===== config.mk =====
export PLATFORM = sky130hd
export DESIGN_NAME = board_indicator
export DESIGN_NICKNAME = d
export VERILOG_FILES = /design/src/rtl/board_pkg.sv /design/src/rtl/board_indicator.sv /design/src/rtl/status_flasher.sv
export SDC_FILE = /design/constraint.sdc
export NUM_CORES = 1
export LEC_CHECK = 0
export BUFFER_PORTS_ARGS = -buffer_cell sky130_fd_sc_hd__buf_4
export CORE_UTILIZATION = 58
export CTS_CLUSTER_SIZE = 24
export DETAILED_ROUTE_END_ITERATION = 7
export GPL_TIMING_DRIVEN = 1
export PLACE_DENSITY = 0.89
export SLEW_MARGIN = 20
export SYNTH_ARGS = -nofsm -noshare
export SYNTH_HDL_FRONTEND = slang
export SYNTH_HIERARCHICAL = 1
export SYNTH_SLANG_ARGS = --single-unit

===== constraint.sdc =====
create_clock -name clk -period 6.48 [get_ports clk]
set_input_delay 1.296 -clock clk [delete_from_list [all_inputs] [get_ports clk]]
set_output_delay 1.296 -clock clk [all_outputs]
set_load 0.05 [all_outputs]

===== src/rtl/board_pkg.sv =====
// Constants for the board indicator and identification logic
package board_pkg;
	localparam int unsigned N_CH     = 4;
	localparam int unsigned ADDR_W   = 8;
	localparam int unsigned ID_W     = 4;

	localparam logic [7:0] OFF_BRD_CTRL = 8'h00;
	localparam logic [7:0] OFF_BRD_STAT = 8'h04;
	localparam logic [7:0] OFF_CH_CTRL1 = 8'h10;
	localparam logic [3:0] CH_PAGE      = 4'h1;

	localparam int unsigned BRD_RED_BIT = 25;
	localparam int unsigned BRD_GRN_BIT = 24;
	localparam int unsigned CH_LED_LSB  = 20;
	localparam int unsigned CTRL_LANE   = 3;
	localparam int unsigned CH_LANE     = 2;

	localparam logic [1:0] LED_OFF = 2'h2;
	localparam logic [1:0] LED_ON  = 2'h3;

	localparam logic [1:0] RESP_OKAY   = 2'h0;
	localparam logic [1:0] RESP_SLVERR = 2'h2;

	localparam logic [2:0] SEL_CTRL = 3'h0;
	localparam logic [2:0] SEL_STAT = 3'h1;
	localparam logic [2:0] SEL_CH   = 3'h2;
	localparam logic [2:0] SEL_NONE = 3'h7;

	localparam int unsigned CLK_HZ        = 20_000_000;
	localparam int unsigned FLASH_HALF_MS = 250;
	localparam int unsigned FLASH_HALF_CYC = FLASH_HALF_MS * (CLK_HZ / 1000);
	localparam int unsigned FLASH_TOGGLES  = 8;

	localparam logic [1:0] FW_LEDS_ON  = 2'h3;
	localparam logic [1:0] FW_LEDS_OFF = 2'h0;
endpackage : board_pkg


===== src/rtl/board_indicator.sv =====
// Board LEDs, board ID jumpers and AXI4-Lite register slave
`timescale 1ns/1ns
module board_indicator #(
	parameter logic [7:0]  FW_REV         = 8'h5A, // Arbitrary revision value
	parameter int unsigned FLASH_HALF_CYC = board_pkg::FLASH_HALF_CYC,
	parameter int unsigned FLASH_TOGGLES  = board_pkg::FLASH_TOGGLES
) (
	input  wire logic                              clk,
	input  wire logic                              rst_n,
	input  wire logic [board_pkg::ADDR_W-1:0]      awaddr,
	input  wire logic [2:0]                        awprot,
	input  wire logic                              awvalid,
	output logic                                   awready,
	input  wire logic [31:0]                       wdata,
	input  wire logic [3:0]                        wstrb,
	input  wire logic                              wvalid,
	output logic                                   wready,
	output logic [1:0]                             bresp,
	output logic                                   bvalid,
	input  wire logic                              bready,
	input  wire logic [board_pkg::ADDR_W-1:0]      araddr,
	input  wire logic [2:0]                        arprot,
	input  wire logic                              arvalid,
	output logic                                   arready,
	output logic [31:0]                            rdata,
	output logic [1:0]                             rresp,
	output logic                                   rvalid,
	input  wire logic                              rready,
	input  wire logic [board_pkg::ID_W-1:0]        board_id_jumper_block,
	output logic                                   board_led_red,
	output logic                                   board_led_green,
	output logic [board_pkg::N_CH-1:0]             pair_led_red,
	output logic [board_pkg::N_CH-1:0]             pair_led_green,
	output logic [1:0]                             firmware_status_leds
);
	localparam int unsigned NC = board_pkg::N_CH;

	function automatic logic [2:0] decode(input logic [board_pkg::ADDR_W-1:0] a);
		logic [2:0] s;
		s = board_pkg::SEL_NONE;
		if (a[7:2] == board_pkg::OFF_BRD_CTRL[7:2])
			s = board_pkg::SEL_CTRL;
		else if (a[7:2] == board_pkg::OFF_BRD_STAT[7:2])
			s = board_pkg::SEL_STAT;
		else if (a[7:4] == board_pkg::CH_PAGE)
			s = board_pkg::SEL_CH;
		return s;
	endfunction : decode

	// Jumper synchroniser, first stage read only by the second
	logic [board_pkg::ID_W-1:0] id_s1_r;
	logic [board_pkg::ID_W-1:0] id_s2_r;

	always_ff @(posedge clk or negedge rst_n)
	begin
		if (!rst_n)
		begin
			id_s1_r <= '0;
			id_s2_r <= '0;
		end
		else
		begin
			id_s1_r <= board_id_jumper_block;
			id_s2_r <= id_s1_r;
		end
	end

	// Register file and write channel
	logic                aw_hold_r, aw_hold_nxt;
	logic                w_hold_r, w_hold_nxt;
	logic [7:0]          wa_r, wa_nxt;
	logic [31:0]         wd_r, wd_nxt;
	logic [3:0]          ws_r, ws_nxt;
	logic                awready_r, awready_nxt;
	logic                wready_r, wready_nxt;
	logic                bvalid_r, bvalid_nxt;
	logic [1:0]          bresp_r, bresp_nxt;
	logic                brd_red_r, brd_red_nxt;
	logic                brd_grn_r, brd_grn_nxt;
	logic [NC-1:0][3:0]  ch_led_r, ch_led_nxt;

	always_comb
	begin
		aw_hold_nxt = aw_hold_r;
		w_hold_nxt  = w_hold_r;
		wa_nxt      = wa_r;
		wd_nxt      = wd_r;
		ws_nxt      = ws_r;
		bvalid_nxt  = bvalid_r;
		bresp_nxt   = bresp_r;
		brd_red_nxt = brd_red_r;
		brd_grn_nxt = brd_grn_r;
		ch_led_nxt  = ch_led_r;
		if (awvalid && awready_r)
		begin
			aw_hold_nxt = 1'b1;
			wa_nxt      = awaddr;
		end
		if (wvalid && wready_r)
		begin
			w_hold_nxt = 1'b1;
			wd_nxt     = wdata;
			ws_nxt     = wstrb;
		end
		if (bvalid_r && bready)
			bvalid_nxt = 1'b0;
		if (aw_hold_nxt && w_hold_nxt && !bvalid_r)
		begin
			aw_hold_nxt = 1'b0;
			w_hold_nxt  = 1'b0;
			bvalid_nxt  = 1'b1;
			bresp_nxt   = board_pkg::RESP_OKAY;
			unique case (decode(wa_nxt))
				board_pkg::SEL_CTRL:
				begin
					if (ws_nxt[board_pkg::CTRL_LANE])
					begin
						brd_red_nxt = wd_nxt[board_pkg::BRD_RED_BIT];
						brd_grn_nxt = wd_nxt[board_pkg::BRD_GRN_BIT];
					end
				end
				board_pkg::SEL_CH:
				begin
					if (ws_nxt[board_pkg::CH_LANE])
						ch_led_nxt[wa_nxt[3:2]] = wd_nxt[board_pkg::CH_LED_LSB +: 4];
				end
				board_pkg::SEL_STAT:
				begin
					bresp_nxt = board_pkg::RESP_OKAY;
				end
				default:
				begin
					bresp_nxt = board_pkg::RESP_SLVERR;
				end
			endcase
		end
		awready_nxt = !aw_hold_nxt && !bvalid_nxt;
		wready_nxt  = !w_hold_nxt && !bvalid_nxt;
	end

	always_ff @(posedge clk or negedge rst_n)
	begin
		if (!rst_n)
		begin
			aw_hold_r <= 1'b0;
			w_hold_r  <= 1'b0;
			wa_r      <= 8'h00;
			wd_r      <= 32'h0000_0000;
			ws_r      <= 4'h0;
			awready_r <= 1'b1;
			wready_r  <= 1'b1;
			bvalid_r  <= 1'b0;
			bresp_r   <= board_pkg::RESP_OKAY;
			brd_red_r <= 1'b0;
			brd_grn_r <= 1'b0;
			ch_led_r  <= '0;
		end
		else
		begin
			aw_hold_r <= aw_hold_nxt;
			w_hold_r  <= w_hold_nxt;
			wa_r      <= wa_nxt;
			wd_r      <= wd_nxt;
			ws_r      <= ws_nxt;
			awready_r <= awready_nxt;
			wready_r  <= wready_nxt;
			bvalid_r  <= bvalid_nxt;
			bresp_r   <= bresp_nxt;
			brd_red_r <= brd_red_nxt;
			brd_grn_r <= brd_grn_nxt;
			ch_led_r  <= ch_led_nxt;
		end
	end

	// Read channel
	logic        arready_r, arready_nxt;
	logic        rvalid_r, rvalid_nxt;
	logic [31:0] rdata_r, rdata_nxt;
	logic [1:0]  rresp_r, rresp_nxt;

	always_comb
	begin
		arready_nxt = arready_r;
		rvalid_nxt  = rvalid_r;
		rdata_nxt   = rdata_r;
		rresp_nxt   = rresp_r;
		if (rvalid_r && rready)
		begin
			rvalid_nxt  = 1'b0;
			arready_nxt = 1'b1;
		end
		if (arvalid && arready_r)
		begin
			arready_nxt = 1'b0;
			rvalid_nxt  = 1'b1;
			rdata_nxt   = 32'h0000_0000;
			rresp_nxt   = board_pkg::RESP_OKAY;
			unique case (decode(araddr))
				board_pkg::SEL_CTRL:
				begin
					rdata_nxt[board_pkg::BRD_RED_BIT] = brd_red_r;
					rdata_nxt[board_pkg::BRD_GRN_BIT] = brd_grn_r;
				end
				board_pkg::SEL_STAT:
				begin
					rdata_nxt[board_pkg::ID_W-1:0] = id_s2_r;
				end
				board_pkg::SEL_CH:
				begin
					rdata_nxt[board_pkg::CH_LED_LSB +: 4] = ch_led_r[araddr[3:2]];
				end
				default:
				begin
					rresp_nxt = board_pkg::RESP_SLVERR;
				end
			endcase
		end
	end

	always_ff @(posedge clk or negedge rst_n)
	begin
		if (!rst_n)
		begin
			arready_r <= 1'b1;
			rvalid_r  <= 1'b0;
			rdata_r   <= 32'h0000_0000;
			rresp_r   <= board_pkg::RESP_OKAY;
		end
		else
		begin
			arready_r <= arready_nxt;
			rvalid_r  <= rvalid_nxt;
			rdata_r   <= rdata_nxt;
			rresp_r   <= rresp_nxt;
		end
	end

	// LED drive
	logic [NC-1:0] p_red_r, p_red_nxt;
	logic [NC-1:0] p_grn_r, p_grn_nxt;
	logic          b_red_r, b_grn_r;

	always_comb
	begin
		logic [3:0] f;
		logic       all_zero;
		f        = 4'h0;
		all_zero = (ch_led_r == '0);
		for (int i = 0; i < NC; i++)
		begin
			f            = ch_led_r[NC-1-i];
			p_red_nxt[i] = f[3] && f[2];
			p_grn_nxt[i] = f[1] ? f[0] : (all_zero && FW_REV[i]);
		end
	end

	always_ff @(posedge clk or negedge rst_n)
	begin
		if (!rst_n)
		begin
			p_red_r <= '0;
			p_grn_r <= '0;
			b_red_r <= 1'b0;
			b_grn_r <= 1'b0;
		end
		else
		begin
			p_red_r <= p_red_nxt;
			p_grn_r <= p_grn_nxt;
			b_red_r <= brd_red_r;
			b_grn_r <= brd_grn_r;
		end
	end

	status_flasher #(
		.HALF_CYC (FLASH_HALF_CYC),
		.TOGGLES  (FLASH_TOGGLES)
	) u_flasher (
		.clk   (clk),
		.rst_n (rst_n),
		.leds  (firmware_status_leds)
	);

	assign awready         = awready_r;
	assign wready          = wready_r;
	assign bvalid          = bvalid_r;
	assign bresp           = bresp_r;
	assign arready         = arready_r;
	assign rvalid          = rvalid_r;
	assign rdata           = rdata_r;
	assign rresp           = rresp_r;
	assign board_led_red   = b_red_r;
	assign board_led_green = b_grn_r;
	assign pair_led_red    = p_red_r;
	assign pair_led_green  = p_grn_r;
endmodule : board_indicator


===== src/rtl/status_flasher.sv =====
// Firmware status LED flasher run once after reset
`timescale 1ns/1ns
module status_flasher #(
	parameter int unsigned HALF_CYC = board_pkg::FLASH_HALF_CYC,
	parameter int unsigned TOGGLES  = board_pkg::FLASH_TOGGLES
) (
	input  wire logic       clk,
	input  wire logic       rst_n,
	output logic      [1:0] leds
);
	typedef enum logic {FLASHING, QUIET} flash_state_t;

	flash_state_t state_r;
	flash_state_t state_nxt;
	logic [31:0]  cnt_r;
	logic [31:0]  cnt_nxt;
	logic [7:0]   tog_r;
	logic [7:0]   tog_nxt;
	logic [1:0]   leds_r;
	logic [1:0]   leds_nxt;

	assign leds = leds_r;

	always_comb
	begin
		state_nxt = state_r;
		cnt_nxt   = cnt_r;
		tog_nxt   = tog_r;
		leds_nxt  = leds_r;
		unique case (state_r)
			FLASHING:
			begin
				if (cnt_r == 32'(HALF_CYC - 1))
				begin
					cnt_nxt  = 32'h0;
					leds_nxt = ~leds_r;
					tog_nxt  = tog_r + 8'h1;
					if (tog_r == 8'(TOGGLES - 1))
					begin
						state_nxt = QUIET;
						leds_nxt  = board_pkg::FW_LEDS_OFF;
					end
				end
				else
				begin
					cnt_nxt = cnt_r + 32'h1;
				end
			end
			QUIET:
			begin
				leds_nxt = board_pkg::FW_LEDS_OFF;
			end
		endcase
	end

	always_ff @(posedge clk or negedge rst_n)
	begin
		if (!rst_n)
		begin
			state_r <= FLASHING;
			cnt_r   <= 32'h0;
			tog_r   <= 8'h0;
			leds_r  <= board_pkg::FW_LEDS_ON;
		end
		else
		begin
			state_r <= state_nxt;
			cnt_r   <= cnt_nxt;
			tog_r   <= tog_nxt;
			leds_r  <= leds_nxt;
		end
	end
endmodule : status_flasher


After elaboration in Yosys (flattened, before gate mapping)

Index checks and enable logic that the tools add are counted.

$add $sub $neg: 2
Multipliers: 0
Div/mod/pow operators: 0
Magnitude comparators: 3
Equality and inequality tests: 11
Shift operators: 0
Mux-type cells: 42
Bitwise logic cells: 2
Reductions and logical operators: 29

Operators by type and width:

| kind                    | count |
|---|---|
| $add A32 B1 Y32 const B | 1 |
| $eq A32 B23 Y1 const B  | 1 |
| $mux W32                | 1 |
| $mux W26                | 1 |
| $mux W3                 | 8 |
| $mux W4                 | 5 |
| $mux W1                 | 17 |
| $bwmux W16              | 1 |
| $logic_not A16 Y1       | 1 |
| $logic_and A1 B1 Y1     | 14 |
| $eq A6 B1 Y1 const B    | 2 |
| $logic_not A6 Y1        | 2 |
| $mux W2                 | 5 |
| $add A8 B1 Y8 const B   | 1 |
| $bmux W4 S2             | 1 |
| $demux W4 S2            | 1 |
| $eq A4 B1 Y1 const B    | 2 |
| $eq A8 B3 Y1 const B    | 1 |
| $mux W8                 | 1 |
| $eq A3 B1 Y1 const B    | 2 |
| $eq A3 B2 Y1 const B    | 2 |
| $logic_not A3 Y1        | 2 |
| $lt A2 B3 Y1 const B    | 2 |
| $reduce_and A3 Y1       | 2 |
| 9 further kinds         | 13 |

Register bits after elaboration: 138
Latch bits: 0
Bits in writable memories: 0
Bits in read-only memories: 0
Input port bits: 69
Memories kept: 0

Logic depth before layout (Yosys ltp)

Depth after elaboration: 10
Gate-level depth with buffers: 7
Gate-level depth less buffers: 6

Modules after synthesis

The synthesis kept the hierarchy.

Modules (own cells, without submodules):

| module          | times used | cells an instance | area each (µm²) |
|---|---|---|---|
| board_indicator | 1          | 216               | 2931.6 |
| status_flasher  | 1          | 207               | 2217.1 |

Least setup slack after synthesis

OpenSTA, ideal clock, no wires.

Path kind: input-to-reg
Start point: input port awvalid
End point: register ch_led_r[0] (netlist bit)
Library setup time: 0.125 ns
Arrival: 3.057 ns
Required time: 6.355 ns
Path slack: 3.298 ns
Cell stages on the path: 6
Buffers on the path: 2
Path through: buf_4 > a211o_1 > a221o_1 > or4_1 > buf_2 > mux2_4

Word-level cells in the longest chain between the ends: 9
Elaborated cells on any way between the ends: 20
Those cells by class: order compare: 2; eq/ne: 3; mux: 9; reduce/logical: 6

RTL lines:

| what                        | line                   | RTL |
|---|---|---|
| start, declared             | board_indicator.sv:12  | `input wire logic awvalid,` |
| $logic_and A1 B1 Y1 *       | board_indicator.sv:94  | `if (awvalid && awready_r)` |
| $mux W8                     | board_indicator.sv:94  |  |
| $eq A4 B1 Y1                | board_indicator.sv:45  | `else if (a[7:4] == board_pkg::CH_PAGE)` |
| $mux W3                     | board_indicator.sv:45  |  |
| $mux W3                     | board_indicator.sv:43  | `else if (a[7:2] == board_pkg::OFF_BRD_STAT[7:2])` |
| $mux W3                     | board_indicator.sv:41  | `if (a[7:2] == board_pkg::OFF_BRD_CTRL[7:2])` |
| $mux W3                     | board_indicator.sv:107 | `if (aw_hold_nxt && w_hold_nxt && !bvalid_r)` |
| $eq A3 B2 Y1                | board_indicator.sv:113 | `unique case (decode(wa_nxt))` |
| $reduce_and A3 Y1 (no line) | --                     |  |
| end signal, assigned        | board_indicator.sv:171 | `ch_led_r <= ch_led_nxt;` |
| end, declared               | board_indicator.sv:80  | `logic [NC-1:0][3:0] ch_led_r, ch_led_nxt;` |

Every way passes the cells marked *; elsewhere a longest branch is shown, timed or not. The select of a mux whose other input is x is not followed.
A chain may end at the register's enable or synchronous reset.

Worst setup path after layout

Ends and elaborated chain as after synthesis.

==> results.txt <==
Outcome: finished clean
Clk Latency, worst-skew pair: 0.38 ns
Total wire length: 9280 um
Initial Utilization: 59.3%
Drt via density: 5.75
Drt initial violations: 203
Mux share of post-synthesis cell area: 9.21%
Initial antenna violation count: 0
Stages on worst setup path: 5
# DRC: 0
Logic pwr share: 26.5%
Skew final: 0.0104 ns
Worst vdd ir: 0.000147 V
Die height: 96.2 um
R2R cell count: 4
Post-synthesis compound-gate area fraction: 5.93%
Setup TNS Final: 0 ns
RSZ-0062 raised after global routing: false
Max Cap Viol: 0
Arr. time, crit path: 3.26 ns
Nets: 554
Cell Int Power: 1150 uW
FMAX: 334 MHz
Netlist cell types: 63
Synth area leader: dfrtp_1
Core area: 8680 sq um
Met1 Use GR: 27.7%
Largest family of logic cells by synthesized area: simple AND/OR/NAND/NOR gates
Busiest grt layer: met2
CTS H-Tree Depth: 3
Post-route ant nets: 0
Mapped cell area: 5150 sq um
M2 GR Usage: 36.6%
Final Hold Fails: 0
Synth Area in Adders: 0.486%
Sequential share of power: 49.9%
Top-count cell post-synth: dfrtp_1
Startpoint types: input pin
GRT Util Overall: 21.9%
CTS resizes: 0
Share of cells above drive strength 1: 27.0%
CTS Sinks: 112
Placer Congestion: 0.866
Ys async rst share: 100%
Count of warnings emitted by yosys: 6
Synthesized instance count: 423
Pwr dens: 306 nW/um^2
Overflow after GRT: 0
Switching share of total power: 35.0%
Post-synth EDFFs: 0
Net load switching power: 620 uW
Post-synthesis register bit count: 112
Crit path capture: ch_led_r[0]$_DFFE_PN0P_
R2R setup slack: 3.86 ns
Area contributors post-synth: dfrtp_1 52%, mux2_2 5.2%, buf_4 3.8%
Largest net degree at the start of global routing: 58
Port buffer count: 59
Die width: 96.2 um
Synth cell count leaders: 107 x dfrtp_1, 27 x nand2_1, 26 x buf_4
Pre-antenna DRT Iters: 4
Reg clk slew, reported paths: 0.11 ns
Final setup violation count: 0
Simple-Gate Fraction of Synth Area: 18.8%
R2R Path Start: awready$_DFF_PN1_
Fillers: 648
Actual slew at the worst max-slew pin: 0.691 ns
Setup Fix Bufs, Post-CTS: 0
CTS Buf Count: 9
Synthesized area per cell: 12.2 sq um
Post-synth top flop: dfrtp_1
Post-synthesis xor/xnor area fraction: 5.78%
Clock Path Buffers: 2
Critical Path Source: awvalid
Synth top area share: 52.0%
Register area share after synthesis: 54.6%
WP buf/inv: 1
Die area: 9260 sq um
Clock Tree Root: clkbuf_8
CP top delay family: simple AND/OR/NAND/NOR gates
Hpwl dp: 6710 um
Row Count: 34
Slowest CP cell: or4_1
Io pins: 122
CP Capture Type: flop
Worst min path class: flop to flop
Leakage power: 0.00279 uW
Crit Path Category: input pin to flop
Pins Over Slew Limit: 0
Area grow syn2layout: 12.5%
Routed via count: 3426
Clock share of power: 23.6%
CP peak stage delay: 0.71 ns
Tcrit/Tclk final: 46.2%
Rel. slew slack: 53.3%
Hold_ws: 0.355 ns
N_diodes: 0
Vias in the first global route: 3322
Hold buffers post-CTS: 0
CP required: 6.75 ns
Worst r2r dst: ch_led_r[0]$_DFFE_PN0P_
First-pass GRT wire length: 15200 um
CP Cell Sequence: buf_4 -> nand2_1 -> a221o_1 -> or4_1 -> mux2_4
Final min period: 2.99 ns
CTS tree: done
Routed WL per cell: 15.6 um
GR Util met3: 4.66%
Crit-path max FO: 10
cell families after synthesis:
logic type      count (synthesis)
compound gates                 38
mux                            37
other cells                     1
flops                         112
buf+inv                        42
simple gates                  157
xor+xnor                       34
fa+ha+maj                       2
cell type report:
type | count | area, sq um | share of cell area (%)
sequential | 112 | 2810 | 48.5
clock inverter | 6 | 70.1 | 1.21
multi-input combinational | 292 | 2160 | 37.3
inverter | 8 | 30.0 | 0.518
tap | 108 | 135 | 2.33
clock buffer | 10 | 138 | 2.38
timing repair buffer | 60 | 450 | 7.78
layer usage:
metal,vias to the layer above,share of wire [%]
met2,94,50
met3,17,5.0
met1,1715,43
li1,1600,-
met4,0,1.7
met5,-,0
power groups by stage:
stage	Clock (uW)	Combinational, uW	Sequential [uW]
after global routing	458	505	900
after detailed placement	0	468	897
final	419	469	883
after floorplan	0	264	974
after CTS	432	469	883
after global placement	0	450	890
flip-flops by register name, summed over array words and instances, names as in the netlist, 2 cells and up:
name / count
pair_led_green: 4
wa_r: 6
id_s1_r: 4
wd_r: 6
rdata: 10
ch_led_r: 16
pair_led_red: 4
ws_r: 2
u_flasher/leds: 2
id_s2_r: 4
u_flasher/cnt_r: 32
u_flasher/tog_r: 8
worst min-delay path by stage:
stage | cells past startpoint | to | from | slack [ns]
detailed placement | 0 | id_s2_r[1]$_DFF_PN0_ | id_s1_r[1]$_DFF_PN0_ | 0.33
global route | 0 | id_s2_r[0]$_DFF_PN0_ | id_s1_r[0]$_DFF_PN0_ | 0.37
CTS | 0 | id_s2_r[0]$_DFF_PN0_ | id_s1_r[0]$_DFF_PN0_ | 0.36
global placement | 0 | id_s2_r[1]$_DFF_PN0_ | id_s1_r[1]$_DFF_PN0_ | 0.34
finish | 0 | id_s2_r[0]$_DFF_PN0_ | id_s1_r[0]$_DFF_PN0_ | 0.35
floorplan | 0 | id_s2_r[0]$_DFF_PN0_ | id_s1_r[0]$_DFF_PN0_ | 0.33
per-stage QoR:
step           setup slack, ns  utilization [%]  instance area (sq um)  total power (uW)  std cells
6_report                  3.49             66.7                   5790              1770        596
4_1_cts                   3.52             66.7                   5790              1780        596
2_1_floorplan             3.30                -                   5240              1240        446
5_1_grt                   3.44             66.7                   5790              1860        596
3_3_place_gp              3.15             64.3                   5580              1340        580
3_5_place_dp              3.11             64.3                   5580              1360        580
cell usage in the layout, fill, tap and decap left out, drive strengths merged, types with 3 or more instances in the layout:
master  netlist  routed
a21bo         3       3
a21o          3       3
a21oi         3       3
a22o          8       8
a32o          4       4
and2          8       8
and3          6       6
and4          3       3
buf          30      60
clkbuf        4      10
conb          1      24
dfrtp       107     107
dfstp         5       5
inv           8      12
mux2         31      31
mux4          4       4
nand2        27      27
nand3        15      15
nand4        21      21
nor2         25      25
nor2b         9       9
nor3          5       5
nor4         19      19
nor4b         4       4
o21ai         6       6
or2           3       3
xnor2        19      19
xor2         15      15
Power figures use the tool's default switching activity.
